### src/shared/lcdc_defines.svh
// constants of the character display command decoder
`ifndef LCDC_DEFINES_SVH
`define LCDC_DEFINES_SVH

// ****************************************
// clock and link rates
// ****************************************
`define LCDC_CLK_HZ      25000000
`define LCDC_BAUD_0      2400
`define LCDC_BAUD_1      4800
`define LCDC_BAUD_2      9600
`define LCDC_BAUD_3      19200
`define LCDC_BAUD_4      28800
`define LCDC_BAUD_5      38400
`define LCDC_BAUD_6      57600
`define LCDC_BAUD_7      115200
`define LCDC_DIV_W       14

// ****************************************
// command bytes
// ****************************************
`define LCDC_ESC         8'h1B
`define LCDC_CMD_CLEAR   8'h43
`define LCDC_CMD_CSR_ON  8'h53
`define LCDC_CMD_CSR_OFF 8'h73
`define LCDC_CMD_BL_ON   8'h42
`define LCDC_CMD_BL_OFF  8'h62
`define LCDC_CMD_HOME    8'h48
`define LCDC_CMD_LOCATE  8'h4C
`define LCDC_CMD_DEFCHR  8'h44
`define LCDC_ROW1        8'h01
`define LCDC_ROW4        8'h04
`define LCDC_GLYPH_LO    8'h08
`define LCDC_GLYPH_HI    8'h0F
`define LCDC_GLYPH_ROWS  4'h8

// ****************************************
// reset values
// ****************************************
`define LCDC_RST_CSR     1'b1
`define LCDC_RST_BL      1'b1

`endif

### src/shared/lcdc_pkg.sv
// types shared by the character display command decoder
package lcdc_pkg;

    // decoder states
    typedef enum logic [2:0] {
        DEC_IDLE  = 3'h0,
        DEC_ESC   = 3'h1,
        DEC_LOC_X = 3'h2,
        DEC_LOC_Y = 3'h3,
        DEC_CODE  = 3'h4,
        DEC_BMP   = 3'h5
    } lcdc_dec_e;

    // i2c slave states
    typedef enum logic [2:0] {
        I2C_IDLE  = 3'h0,
        I2C_ADDR  = 3'h1,
        I2C_ACK_A = 3'h2,
        I2C_DATA  = 3'h3,
        I2C_ACK_D = 3'h4
    } lcdc_i2c_e;

    // one received byte
    typedef struct packed {
        logic       vld;
        logic [7:0] data;
    } lcdc_byte_s;

    // display actions
    typedef struct packed {
        logic       clear;
        logic       char_wr;
        logic [7:0] char_code;
        logic [7:0] col;
        logic [7:0] row;
        logic       cursor_on;
        logic       backlight_on;
    } lcdc_disp_s;

endpackage : lcdc_pkg

### src/verilog/lcdc_ctrl.sv
// control logic of the serial character display
//
// How it works
// - i2c slave and serial receiver both feed one command decoder
// - switch bits 2:0 give slave address and baud rate 2400..115200
// - switch bit 3 is ignored
// - escape then 0x43 clears the screen
// - escape 0x4C, column, row moves cursor
// - escape 0x44, code 8-15, eight bitmap bytes store a glyph
// - bytes 0x01..0x04 move cursor to start of rows 1..4
// - every other byte is written as a character at the cursor
`timescale 1ns/1ps
`include "lcdc_defines.svh"

module lcdc_ctrl #(
    parameter int BAUD_DIV_0 = `LCDC_CLK_HZ / `LCDC_BAUD_0,
    parameter int BAUD_DIV_1 = `LCDC_CLK_HZ / `LCDC_BAUD_1
) (
    // clock and reset
    input  wire logic           clock,
    input  wire logic           arst_n,
    // configuration switch
    input  wire logic [3:0]     dip_sw,
    // i2c pins, open drain
    input  wire logic           scl_in,
    input  wire logic           sda_in,
    output logic                sda_out,
    output logic                sda_oe_n,
    // serial pin
    input  wire logic           rx_in,
    // display actions
    output lcdc_pkg::lcdc_disp_s disp,
    // glyph lookup
    input  wire logic [2:0]     glyph_code,
    input  wire logic [2:0]     glyph_row,
    output logic [7:0]          glyph_bits
);

    // ****************************************
    // baud selection
    // ****************************************
    logic [`LCDC_DIV_W-1:0] baud_div;
    lcdc_pkg::lcdc_byte_s   uart_byte;
    logic [2:0]             dip_s1_q;
    logic [2:0]             dip_s2_q;

    // switch is a pin: two flops before any logic reads it
    always_ff @(posedge clock or negedge arst_n) begin
        if (!arst_n) begin
            dip_s1_q <= 3'h0;
            dip_s2_q <= 3'h0;
        end else begin
            dip_s1_q <= dip_sw[2:0];
            dip_s2_q <= dip_s1_q;
        end
    end

    // bit 3 of the switch plays no part
    always_comb begin
        unique case (dip_s2_q)
            3'h0: baud_div = `LCDC_DIV_W'(BAUD_DIV_0);
            3'h1: baud_div = `LCDC_DIV_W'(BAUD_DIV_1);
            3'h2: baud_div = `LCDC_DIV_W'(`LCDC_CLK_HZ / `LCDC_BAUD_2);
            3'h3: baud_div = `LCDC_DIV_W'(`LCDC_CLK_HZ / `LCDC_BAUD_3);
            3'h4: baud_div = `LCDC_DIV_W'(`LCDC_CLK_HZ / `LCDC_BAUD_4);
            3'h5: baud_div = `LCDC_DIV_W'(`LCDC_CLK_HZ / `LCDC_BAUD_5);
            3'h6: baud_div = `LCDC_DIV_W'(`LCDC_CLK_HZ / `LCDC_BAUD_6);
            3'h7: baud_div = `LCDC_DIV_W'(`LCDC_CLK_HZ / `LCDC_BAUD_7);
        endcase
    end

    // serial receiver
    lcdc_uart_rx u_rx (
        .clock    (clock),
        .arst_n   (arst_n),
        .baud_div (baud_div),
        .rx_in    (rx_in),
        .rx_byte  (uart_byte)
    );

    // ****************************************
    // i2c slave, write only
    // ****************************************
    logic [1:0]          scl_sy_q;
    logic [1:0]          sda_sy_q;
    logic                scl_p_q;
    logic                sda_p_q;
    lcdc_pkg::lcdc_i2c_e i2c_q;
    logic [3:0]          i2c_cnt_q;
    logic [7:0]          i2c_sh_q;
    logic                oe_n_q;
    lcdc_pkg::lcdc_byte_s i2c_byte_q;
    logic                scl_rise;
    logic                scl_fall;
    logic                i2c_start;
    logic                i2c_stop;

    // synchronisers plus one delay for edges
    always_ff @(posedge clock or negedge arst_n) begin
        if (!arst_n) begin
            scl_sy_q <= 2'h3;
            sda_sy_q <= 2'h3;
            scl_p_q  <= 1'b1;
            sda_p_q  <= 1'b1;
        end else begin
            scl_sy_q <= {scl_sy_q[0], scl_in};
            sda_sy_q <= {sda_sy_q[0], sda_in};
            scl_p_q  <= scl_sy_q[1];
            sda_p_q  <= sda_sy_q[1];
        end
    end

    // bus conditions
    assign scl_rise  = scl_sy_q[1] & ~scl_p_q;
    assign scl_fall  = ~scl_sy_q[1] & scl_p_q;
    assign i2c_start = scl_sy_q[1] & scl_p_q & sda_p_q & ~sda_sy_q[1];
    assign i2c_stop  = scl_sy_q[1] & scl_p_q & ~sda_p_q & sda_sy_q[1];

    // slave sequencer, acks only its own address
    always_ff @(posedge clock or negedge arst_n) begin
        if (!arst_n) begin
            i2c_q      <= lcdc_pkg::I2C_IDLE;
            i2c_cnt_q  <= 4'h0;
            i2c_sh_q   <= 8'h00;
            oe_n_q     <= 1'b1;
            i2c_byte_q <= '0;
        end else begin
            i2c_byte_q.vld <= 1'b0;
            if (i2c_start) begin
                i2c_q     <= lcdc_pkg::I2C_ADDR;
                i2c_cnt_q <= 4'h0;
                oe_n_q    <= 1'b1;
            end else if (i2c_stop) begin
                i2c_q  <= lcdc_pkg::I2C_IDLE;
                oe_n_q <= 1'b1;
            end else if (scl_rise && (i2c_q == lcdc_pkg::I2C_ADDR ||
                                      i2c_q == lcdc_pkg::I2C_DATA)) begin
                i2c_sh_q  <= {i2c_sh_q[6:0], sda_sy_q[1]};
                i2c_cnt_q <= i2c_cnt_q + 4'h1;
            end else if (scl_fall) begin
                unique case (i2c_q)
                    lcdc_pkg::I2C_IDLE: ;
                    lcdc_pkg::I2C_ADDR: begin
                        if (i2c_cnt_q == 4'h8) begin
                            if (i2c_sh_q == {4'h0, dip_s2_q, 1'b0}) begin
                                i2c_q  <= lcdc_pkg::I2C_ACK_A;
                                oe_n_q <= 1'b0;
                            end else begin
                                i2c_q <= lcdc_pkg::I2C_IDLE;
                            end
                        end
                    end
                    lcdc_pkg::I2C_DATA: begin
                        if (i2c_cnt_q == 4'h8) begin
                            i2c_q           <= lcdc_pkg::I2C_ACK_D;
                            oe_n_q          <= 1'b0;
                            i2c_byte_q.vld  <= 1'b1;
                            i2c_byte_q.data <= i2c_sh_q;
                        end
                    end
                    lcdc_pkg::I2C_ACK_A,
                    lcdc_pkg::I2C_ACK_D: begin
                        i2c_q     <= lcdc_pkg::I2C_DATA;
                        i2c_cnt_q <= 4'h0;
                        oe_n_q    <= 1'b1;
                    end
                    default: i2c_q <= lcdc_pkg::I2C_IDLE;
                endcase
            end
        end
    end

    assign sda_out  = 1'b0;
    assign sda_oe_n = oe_n_q;

    // ****************************************
    // command decoder
    // ****************************************
    lcdc_pkg::lcdc_byte_s in_b;
    lcdc_pkg::lcdc_dec_e  dec_q;
    lcdc_pkg::lcdc_disp_s disp_q;
    logic [7:0]           code_q;
    logic [3:0]           bmp_q;
    logic [7:0]           glyph_mem [0:63];

    // both links share the decoder, i2c wins on a clash and the serial byte is lost
    assign in_b = i2c_byte_q.vld ? i2c_byte_q : uart_byte;

    // sequence state and display state
    always_ff @(posedge clock or negedge arst_n) begin
        if (!arst_n) begin
            dec_q               <= lcdc_pkg::DEC_IDLE;
            code_q              <= 8'h00;
            bmp_q               <= 4'h0;
            disp_q              <= '0;
            disp_q.cursor_on    <= `LCDC_RST_CSR;
            disp_q.backlight_on <= `LCDC_RST_BL;
        end else begin
            disp_q.clear   <= 1'b0;
            disp_q.char_wr <= 1'b0;
            if (in_b.vld) begin
                unique case (dec_q)
                    lcdc_pkg::DEC_IDLE: begin
                        if (in_b.data == `LCDC_ESC) begin
                            dec_q <= lcdc_pkg::DEC_ESC;
                        end else if (in_b.data >= `LCDC_ROW1 &&
                                     in_b.data <= `LCDC_ROW4) begin
                            disp_q.col <= 8'h00;
                            disp_q.row <= in_b.data - `LCDC_ROW1;
                        end else begin
                            disp_q.char_wr   <= 1'b1;
                            disp_q.char_code <= in_b.data;
                            disp_q.col       <= disp_q.col + 8'h01;
                        end
                    end
                    lcdc_pkg::DEC_ESC: begin
                        dec_q <= lcdc_pkg::DEC_IDLE;
                        unique case (in_b.data)
                            `LCDC_CMD_CLEAR: begin
                                disp_q.clear <= 1'b1;
                                disp_q.col   <= 8'h00;
                                disp_q.row   <= 8'h00;
                            end
                            `LCDC_CMD_CSR_ON:  disp_q.cursor_on <= 1'b1;
                            `LCDC_CMD_CSR_OFF: disp_q.cursor_on <= 1'b0;
                            `LCDC_CMD_BL_ON:   disp_q.backlight_on <= 1'b1;
                            `LCDC_CMD_BL_OFF:  disp_q.backlight_on <= 1'b0;
                            `LCDC_CMD_HOME: begin
                                disp_q.col <= 8'h00;
                                disp_q.row <= 8'h00;
                            end
                            `LCDC_CMD_LOCATE: dec_q <= lcdc_pkg::DEC_LOC_X;
                            `LCDC_CMD_DEFCHR: dec_q <= lcdc_pkg::DEC_CODE;
                            default: ;
                        endcase
                    end
                    lcdc_pkg::DEC_LOC_X: begin
                        code_q <= in_b.data;
                        dec_q  <= lcdc_pkg::DEC_LOC_Y;
                    end
                    lcdc_pkg::DEC_LOC_Y: begin
                        disp_q.col <= code_q;
                        disp_q.row <= in_b.data;
                        dec_q      <= lcdc_pkg::DEC_IDLE;
                    end
                    lcdc_pkg::DEC_CODE: begin
                        code_q <= in_b.data;
                        bmp_q  <= 4'h0;
                        dec_q  <= lcdc_pkg::DEC_BMP;
                    end
                    lcdc_pkg::DEC_BMP: begin
                        bmp_q <= bmp_q + 4'h1;
                        if (bmp_q == `LCDC_GLYPH_ROWS - 4'h1) begin
                            dec_q <= lcdc_pkg::DEC_IDLE;
                        end
                    end
                    default: dec_q <= lcdc_pkg::DEC_IDLE;
                endcase
            end
        end
    end

    // glyph store, codes outside 8..15 swallow their bytes
    logic glyph_we;
    assign glyph_we = in_b.vld && dec_q == lcdc_pkg::DEC_BMP &&
                      code_q >= `LCDC_GLYPH_LO && code_q <= `LCDC_GLYPH_HI;

    always_ff @(posedge clock) begin
        if (glyph_we) begin
            glyph_mem[{code_q[2:0], bmp_q[2:0]}] <= in_b.data;
        end
        glyph_bits <= glyph_mem[{glyph_code, glyph_row}];
    end

    assign disp = disp_q;
endmodule : lcdc_ctrl

### src/verilog/lcdc_uart_rx.sv
// serial receiver, 8 data bits, no parity, one stop bit
`timescale 1ns/1ps
`include "lcdc_defines.svh"

module lcdc_uart_rx (
    // clock and reset
    input  wire logic                   clock,
    input  wire logic                   arst_n,
    // bit period in clock cycles
    input  wire logic [`LCDC_DIV_W-1:0] baud_div,
    // serial pin
    input  wire logic                   rx_in,
    // received byte
    output lcdc_pkg::lcdc_byte_s        rx_byte
);

    logic                   sync1_q;
    logic                   sync2_q;
    logic                   busy_q;
    logic [`LCDC_DIV_W-1:0] cnt_q;
    logic [3:0]             bit_q;
    logic [7:0]             sh_q;
    lcdc_pkg::lcdc_byte_s   out_q;

    // two-stage synchroniser on the pin
    always_ff @(posedge clock or negedge arst_n) begin
        if (!arst_n) begin
            sync1_q <= 1'b1;
            sync2_q <= 1'b1;
        end else begin
            sync1_q <= rx_in;
            sync2_q <= sync1_q;
        end
    end

    // frame sampling at mid bit
    always_ff @(posedge clock or negedge arst_n) begin
        if (!arst_n) begin
            busy_q <= 1'b0;
            cnt_q  <= '0;
            bit_q  <= 4'h0;
            sh_q   <= 8'h00;
            out_q  <= '0;
        end else begin
            out_q.vld <= 1'b0;
            if (!busy_q) begin
                if (!sync2_q) begin
                    busy_q <= 1'b1;
                    cnt_q  <= baud_div >> 1;
                    bit_q  <= 4'h0;
                end
            end else if (cnt_q != '0) begin
                cnt_q <= cnt_q - 1'b1;
            end else begin
                cnt_q <= baud_div - 1'b1;
                bit_q <= bit_q + 4'h1;
                if (bit_q == 4'h0 && sync2_q) begin
                    busy_q <= 1'b0;        // false start
                end else if (bit_q == 4'h9) begin
                    busy_q <= 1'b0;
                    if (sync2_q) begin     // good stop bit
                        out_q.vld  <= 1'b1;
                        out_q.data <= sh_q;
                    end
                end else if (bit_q != 4'h0) begin
                    sh_q <= {sync2_q, sh_q[7:1]};
                end
            end
        end
    end

    assign rx_byte = out_q;

endmodule : lcdc_uart_rx
### config.mk
export PLATFORM = sky130hd
export DESIGN_NAME = lcdc_ctrl
export DESIGN_NICKNAME = d
export VERILOG_FILES = /design/src/shared/lcdc_pkg.sv /design/src/verilog/lcdc_ctrl.sv /design/src/verilog/lcdc_uart_rx.sv
export VERILOG_INCLUDE_DIRS = /design/src /design/src/shared
export SDC_FILE = /design/constraint.sdc
export NUM_CORES = 1
export LEC_CHECK = 0
export BUFFER_PORTS_ARGS = -buffer_cell sky130_fd_sc_hd__buf_4
export CORE_UTILIZATION = 28
export CTS_CLUSTER_DIAMETER = 200
export DETAILED_ROUTE_END_ITERATION = 7
export SLEW_MARGIN = 0
export SYNTH_ARGS = -nofsm -noshare
export SYNTH_HDL_FRONTEND = slang
export SYNTH_SLANG_ARGS = --single-unit
### constraint.sdc
create_clock -name clock -period 6.95 [get_ports clock]
set_input_delay 1.0425 -clock clock [delete_from_list [all_inputs] [get_ports clock]]
set_output_delay 1.0425 -clock clock [all_outputs]
set_load 0.05 [all_outputs]
==> flow_summary.toml, run 1 <==
[run_status]
outcome = "finished, final reports clean"

[timing]
period_share = 0.625
finalClockSkew_ns = 0.0250
slew_viol_final = 0
setup_tns_ns = 0
tightest_slew_ns = 1.21
max-slew-margin-rel = 0.192
rsz0062_at_grt = "no"
report.final.setup_viol = 0
fin_crit_ns = 4.35
fmax_mhz = 230
final_hold_viol_count = 0

[floorplanning]
ios = 53
row_count = 111
die_h_um = 308
die_area_mm2 = 0.0950
dieWidth_um = 308
start_util = 0.285
core_area_mm2 = 0.0922

[synthesis]
synth.distinct_cells = 73
ys_ff_latch = 638
synth-edff-count = 512
synth_most_common_cell = "edfxtp_1"
synthTopCellsByCount = "512 x edfxtp_1, 160 x mux4_2, 118 x nor2_1, 107 x dfrtp_1, 50 x o21ai_0"
syn_avg_cell_area_um2 = 17.7
synth_top_area_cell = "edfxtp_1"
synth_top_area_share = 0.586
synth_area_leaders = "edfxtp_1 59%, mux4_2 14%, dfrtp_1 10%"
synth_cells = 1484
yosysWarnings = 0
async_reset_ff_frac = 0.185
synth_top_flop_cell = "edfxtp_1"
synth_nets = 1517
synth-seq-area-share = 0.705
synthesis.area_mm2 = 0.0262

[drt]
drt-wirelength-per-cell_um = 20.1
highest_layer = "met5"
drt_wl_total_mm = 56.9
met1_length_mm = 25.5
viasPerCell = 4.81
drc = 0
dr_wl_met2_mm = 26.8
drtIter0Drc = 1077
drtPass1Iterations = 7
vias = 13631
wl_met3_mm = 3.34
ant_nets = 0

[place]
numPortBuffers = 50
dpl.hpwl_mm = 35.2
routabilityCongestion = 0.801

[clock_tree]
htreeDepth = 3
clk_latency_ns = 0.61
clockBufferDepth = 3
post_cts.repair.setup_buffers = 0
cts_tree = "built"
root_buffer = "clkbuf_16"
cts_repair_resize_count = 0
ctsHoldBuffers = 0
clkTransAtPathRegs_ns = 0.06
cts_sinks = 638
cts_inserted_buffers = 66

[pwr]
power_switching_uw = 1680
power_uw = 8020
peakVddDrop_uv = 157
clkPwrFrac = 0.445
combPwrFrac = 0.035
pwr-share-seq = 0.521
p_sw_frac = 0.209
p_int_uw = 6340
p_per_area_mw_per_mm2 = 266
leakage_uw = 0.00889

[finish]
final_net_count = 1575
diodes = 0
num-fill-cells = 8877
drive_gt1_frac = 0.249
area_growth_syn_to_layout_pct = 14.9

[global_routing]
grt_pass1_wl_mm = 87.5
grt_start_max_net_pins = 99
grt_pass1_vias = 14094
antenna_found_initial = 2
overflow = 0
grt_usage = 0.122

[worst_setup_path]
cpPeakStageDelay_ns = 0.91
ff2ff_setup_slack_ns = 2.60
reg2reg_from = "i2c_byte_q[8]$_DFF_PN0_"
end_kind = "flop"
cp.required_ns = 7.36
worst-path-buf-inv = 1
cp_top_family = "compound AO/OA/AOI/OAI gates"
critPathArrivalTime_ns = 4.76
cpMaxStageDelayCell = "o21ai_1"
cp_max_fo = 69
rr_worst_depth = 8
path_class = "flop to flop"
startpoint_type = "flop"
cp-startpoint = "i2c_byte_q[8]$_DFF_PN0_"
crit_top_cell = "o21ai_0"
timing.rr.end = "disp[17]$_DFFE_PN0P_"
worstPathCellList = "mux2i_1 -> inv_2 -> ha_1 -> o21ai_0 -> o21ai_1 -> nor2_1 -> a32oi_1 -> o21ai_0"

[hold_path]
min_from = "dip_s1_q[1]$_DFF_PN0_"
hold_depth = 0
hold_class = "flop to flop"
min_to = "dip_s2_q[1]$_DFF_PN0_"

[run]
maxCapViolations = 0
metal layers:
metal | vias to the layer above | GRT usage
met5 | - | 0
met4 | 2 | 0.0314
met3 | 87 | 0.0273
met2 | 396 | 0.192
met1 | 7097 | 0.171
li1 | 6049 | -
area by class of cell:
type	count	area [µm²]	share of cell area
sequential	638	18500	0.613
multi-input combinational	739	7310	0.242
clock buffer	81	1750	0.0580
tap	1243	1560	0.0516
timing repair buffer	63	504	0.0167
clock inverter	33	417	0.0138
inverter	34	128	0.00423
state kept, by name, indices dropped and copies added, names as in the netlist, 4 cells and up:
register and flops:
disp 28, glyph_mem 512, code_q 8, i2c_byte_q 9, u_rx.rx_byte 9, glyph_bits 8
u_rx.cnt_q 14, i2c_cnt_q 4, u_rx.sh_q 8, u_rx.bit_q 4, i2c_sh_q 8, bmp_q 4
per-stage QoR:
step	instances	hold slack (ns)	instance area [µm²]	util	setup slack, ns
final	2831	0.347	30200	0.327	2.60
after global routing	2831	0.356	30200	0.327	2.17
after CTS	2831	0.348	30200	0.327	2.63
after detailed placement	2717	0.335	28000	0.304	2.62
after global placement	2717	0.335	28000	0.304	2.83
after floorplan	1484	0.331	26200	-	3.49
how the worst max path moves through the flow:
| stage | endpoint | slack [ns] | cells past startpoint |
|---|---|---|---|
| detailed placement | disp[17]$_DFFE_PN0P_ | 2.62 | 8 |
| CTS | disp[17]$_DFFE_PN0P_ | 2.63 | 8 |
| finish | disp[17]$_DFFE_PN0P_ | 2.60 | 8 |
| global placement | disp[10]$_DFFE_PN0P_ | 2.83 | 8 |
| global route | disp[17]$_DFFE_PN0P_ | 2.17 | 8 |
| floorplan | disp[3]$_DFFE_PN0P_ | 3.49 | 11 |
power groups by stage:
stage          Sequential, µW  Combinational, µW  Clock [µW]
2_1_floorplan            4250                195           0
4_1_cts                  4170                284        3640
3_5_place_dp             4250                283           0
6_report                 4170                277        3570
3_3_place_gp             4250                274           0
5_1_grt                  4180                303        3790
cells by family (layout without fill, tap and decap cells):
kind of cell               count (synthesis)  in the layout  synth area share
AOI/OAI and AO/OA                        185            185            0.0456
xor gates and xnor gates                  14             14           0.00467
adders and majority gates                 18             18           0.00858
buffers and inverters                    107            211            0.0169
DFF                                      638            638             0.705
muxes                                    221            221             0.163
other                                      1              1          0.000143
and+or+nand+nor                          300            300            0.0565
layout by cell type, fill, tap and decap left out, types with 18 or more instances in the layout:
| master | n |
|---|---|
| edfxtp_1 | 512 |
| mux4_2 | 160 |
| nor2_1 | 118 |
| dfrtp_1 | 107 |
| clkbuf_16 | 68 |
| buf_4 | 60 |
| o21ai_0 | 50 |
| mux2_2 | 46 |
| a21oi_1 | 45 |
| nand2_1 | 43 |
| nor3_1 | 34 |
| inv_1 | 27 |
| nand3_1 | 19 |
| ha_1 | 18 |
Note: power is estimated with default switching activity, not from simulation.
==> inputs of run 2 (changes only) <==
--- a/config.mk
+++ b/config.mk
@@ -6,6 +6,7 @@
 export SDC_FILE = /design/constraint.sdc
 export NUM_CORES = 1
 export LEC_CHECK = 0
+export ABC_AREA = 1
 export BUFFER_PORTS_ARGS = -buffer_cell sky130_fd_sc_hd__buf_4
 export CORE_UTILIZATION = 28
 export CTS_CLUSTER_DIAMETER = 200
==> constraint.sdc (replaced) <==
create_clock -name clock -period 3.9 [get_ports clock]
set_input_delay 0.585 -clock clock [delete_from_list [all_inputs] [get_ports clock]]
set_output_delay 0.585 -clock clock [all_outputs]
set_load 0.05 [all_outputs]
==> run 2 against run 1 <==
  * Largest power group unchanged
  * Critical path type unchanged
  * Sequential power up 78%
  * Final area is 3.8% higher
  * Routed wire length increased by 19%
  * Total power grew 85%
==> flow_summary.toml, run 2 <==
[timing]
report.final.setup_viol = 0
final_hold_viol_count = 0
whs_ns = 0.0348
setup_tns_ns = 0
rsz0062_at_grt = "no"
fin_crit_ns = 2.87
slew_viol_final = 0
max-slew-margin-rel = 0.350
finalClockSkew_ns = 0.0252
tightest_slew_ns = 0.973
period_share = 0.736
fmax_mhz = 349

[finish]
num-fill-cells = 9339
largest_register_ff_count = 512
area_growth_syn_to_layout_pct = 17.0
drive_gt1_frac = 0.126
final_cell_mix = "512 x edfxtp_1, 399 x nor2_1, 355 x o21ai_0"
layout_commonest_cell = "edfxtp_1"
fin_cells = 3791
diodes = 0
final_util = 0.330
final_net_count = 2507

[drt]
vias = 18126
viasPerCell = 4.78
drtPass1Iterations = 5
drc = 0
drt-wirelength-per-cell_um = 17.8
ant_nets = 0
drtIter0Drc = 1732
drt_wl_total_mm = 67.6

[floorplanning]
core_area_mm2 = 0.0949
die_area_mm2 = 0.0968
die_h_um = 311
start_util = 0.282
ios = 53
dieWidth_um = 311
row_count = 113

[clock_tree]
clkTransAtPathRegs_ns = 0.06
htreeDepth = 3
cts_repair_resize_count = 0
clockBufferDepth = 3
root_buffer = "clkbuf_16"
cts_tree = "built"
ctsHoldBuffers = 0
cts_inserted_buffers = 68
cts_sinks = 638
post_cts.repair.setup_buffers = 0
clk_latency_ns = 0.61

[place]
routabilityCongestion = 0.829
dpl.hpwl_mm = 39.8
numPortBuffers = 50
dp.cells = 3669

[worst_setup_path]
worstPathCellList = "nor2_1 -> nand2_1 -> nor2_1 -> nand3_1 -> nor2_1 -> nand3_1 -> nor2_1 -> buf_4"
end_kind = "flop"
reg2reg_from = "dec_q[1]$_DFFE_PN0P_"
cpPeakStageDelay_ns = 0.58
cpMaxStageDelayCell = "nand3_1"
timing.rr.end = "glyph_mem[56][3]$_DFFE_PP_"
critPathArrivalTime_ns = 3.19
path_class = "flop to flop"
rr_worst_depth = 8
crit_top_cell = "nor2_1"
startpoint_type = "flop"
cp_max_fo = 8
cp.required_ns = 4.22
ff2ff_setup_slack_ns = 1.03

[global_routing]
grt_usage = 0.138
overflow = 0
grt_start_max_net_pins = 90
grt_pass1_vias = 17166
antenna_found_initial = 1
grt_pass1_wl_mm = 104

[pwr]
peakVddDrop_uv = 333
p_per_area_mw_per_mm2 = 473
leakage_uw = 0.0117

[synthesis]
synth_cells = 2378
async_reset_ff_frac = 0.185
synthesis.area_mm2 = 0.0268
synth_top_flop_cell = "edfxtp_1"
synth_nets = 2411
synth_most_common_cell = "edfxtp_1"
synth_area_leaders = "edfxtp_1 57%, dfrtp_1 10%, o21ai_0 6.6%"
synthTopCellsByCount = "512 x edfxtp_1, 399 x nor2_1, 355 x o21ai_0, 335 x nand2_1, 131 x o22ai_1"
synth-edff-count = 512
synth_top_area_share = 0.575
synth-seq-area-share = 0.691
synth.distinct_cells = 51
ys_ff_latch = 638
syn_avg_cell_area_um2 = 11.3
synth_top_area_cell = "edfxtp_1"
yosysWarnings = 0

[hold_path]
hold_class = "primary input to async pin"

[run]
maxCapViolations = 0

[run_status]
outcome = "finished, final reports clean"
## run 2: metal layers
metal	track usage	part of all wire	up-vias
li1	-	-	8597
met1	0.198	0.46	8836
met2	0.215	0.46	593
met3	0.0251	0.065	98
met4	0.0324	0.019	2
met5	0	0.00024	-
## run 2: per-stage QoR
| step | power (µW) | instance area (µm²) | setup WS, ns |
|---|---|---|---|
| after floorplan | 8080 | 26800 | 0.864 |
| after global placement | 8360 | 29100 | 1.09 |
| after detailed placement | 8370 | 29100 | 1.03 |
| after CTS | 14900 | 31300 | 1.00 |
| after global routing | 15300 | 31300 | 0.819 |
| final | 14800 | 31300 | 1.03 |
## run 2: cell type report
| class | count | area, µm² | area share |
|---|---|---|---|
| clock buffers | 88 | 1850 | 0.0591 |
| repair buffers | 147 | 1230 | 0.0394 |
| inverters | 129 | 495 | 0.0158 |
| clock inverters | 34 | 414 | 0.0132 |
| multi-input cells | 1490 | 7240 | 0.231 |
| well taps | 1265 | 1580 | 0.0505 |
| flip-flops and latches | 638 | 18500 | 0.591 |
## run 2: worst max path at each step
stage	startpoint	slack, ns	end	cells past startpoint
finish	dec_q[1]$_DFFE_PN0P_	1.03	glyph_mem[56][3]$_DFFE_PP_	8
global route	dec_q[1]$_DFFE_PN0P_	0.82	glyph_mem[56][3]$_DFFE_PP_	8
CTS	dec_q[1]$_DFFE_PN0P_	1.00	glyph_mem[6][5]$_DFFE_PP_	7
detailed placement	dec_q[1]$_DFFE_PN0P_	1.03	glyph_mem[6][3]$_DFFE_PP_	7
global placement	dec_q[1]$_DFFE_PN0P_	1.09	glyph_mem[6][3]$_DFFE_PP_	7
floorplan	i2c_byte_q[8]$_DFF_PN0_	0.86	disp[23]$_DFFE_PN0P_	15
## run 2: cell families after synthesis
family                   Yosys count  share of synthesized area
AND/OR/NAND/NOR                  855                      0.131
flip-flops                       638                      0.691
AO/OA/AOI/OAI                    602                      0.126
buffers and inverters            250                     0.0383
adder cells (fa/ha/maj)           18                    0.00842
XOR/XNOR                          12                    0.00393
multiplexers                       2                   0.000842
other                              1                   0.000140
## run 2: where the power goes
group / internal [µW] / switching, µW / leakage, µW
sequential: 7350 / 63.3 / 0.00667
clock: 3950 / 2620 / 0.00111
combinational: 247 / 566 / 0.00395
## run 2: critical path: cells and delay by family (launching register included)
| family | cells | cell delay, ns |
|---|---|---|
| flops | 1 | 0.42 |
| simple gates | 7 | 1.93 |
| buf+inv | 1 | 0.23 |
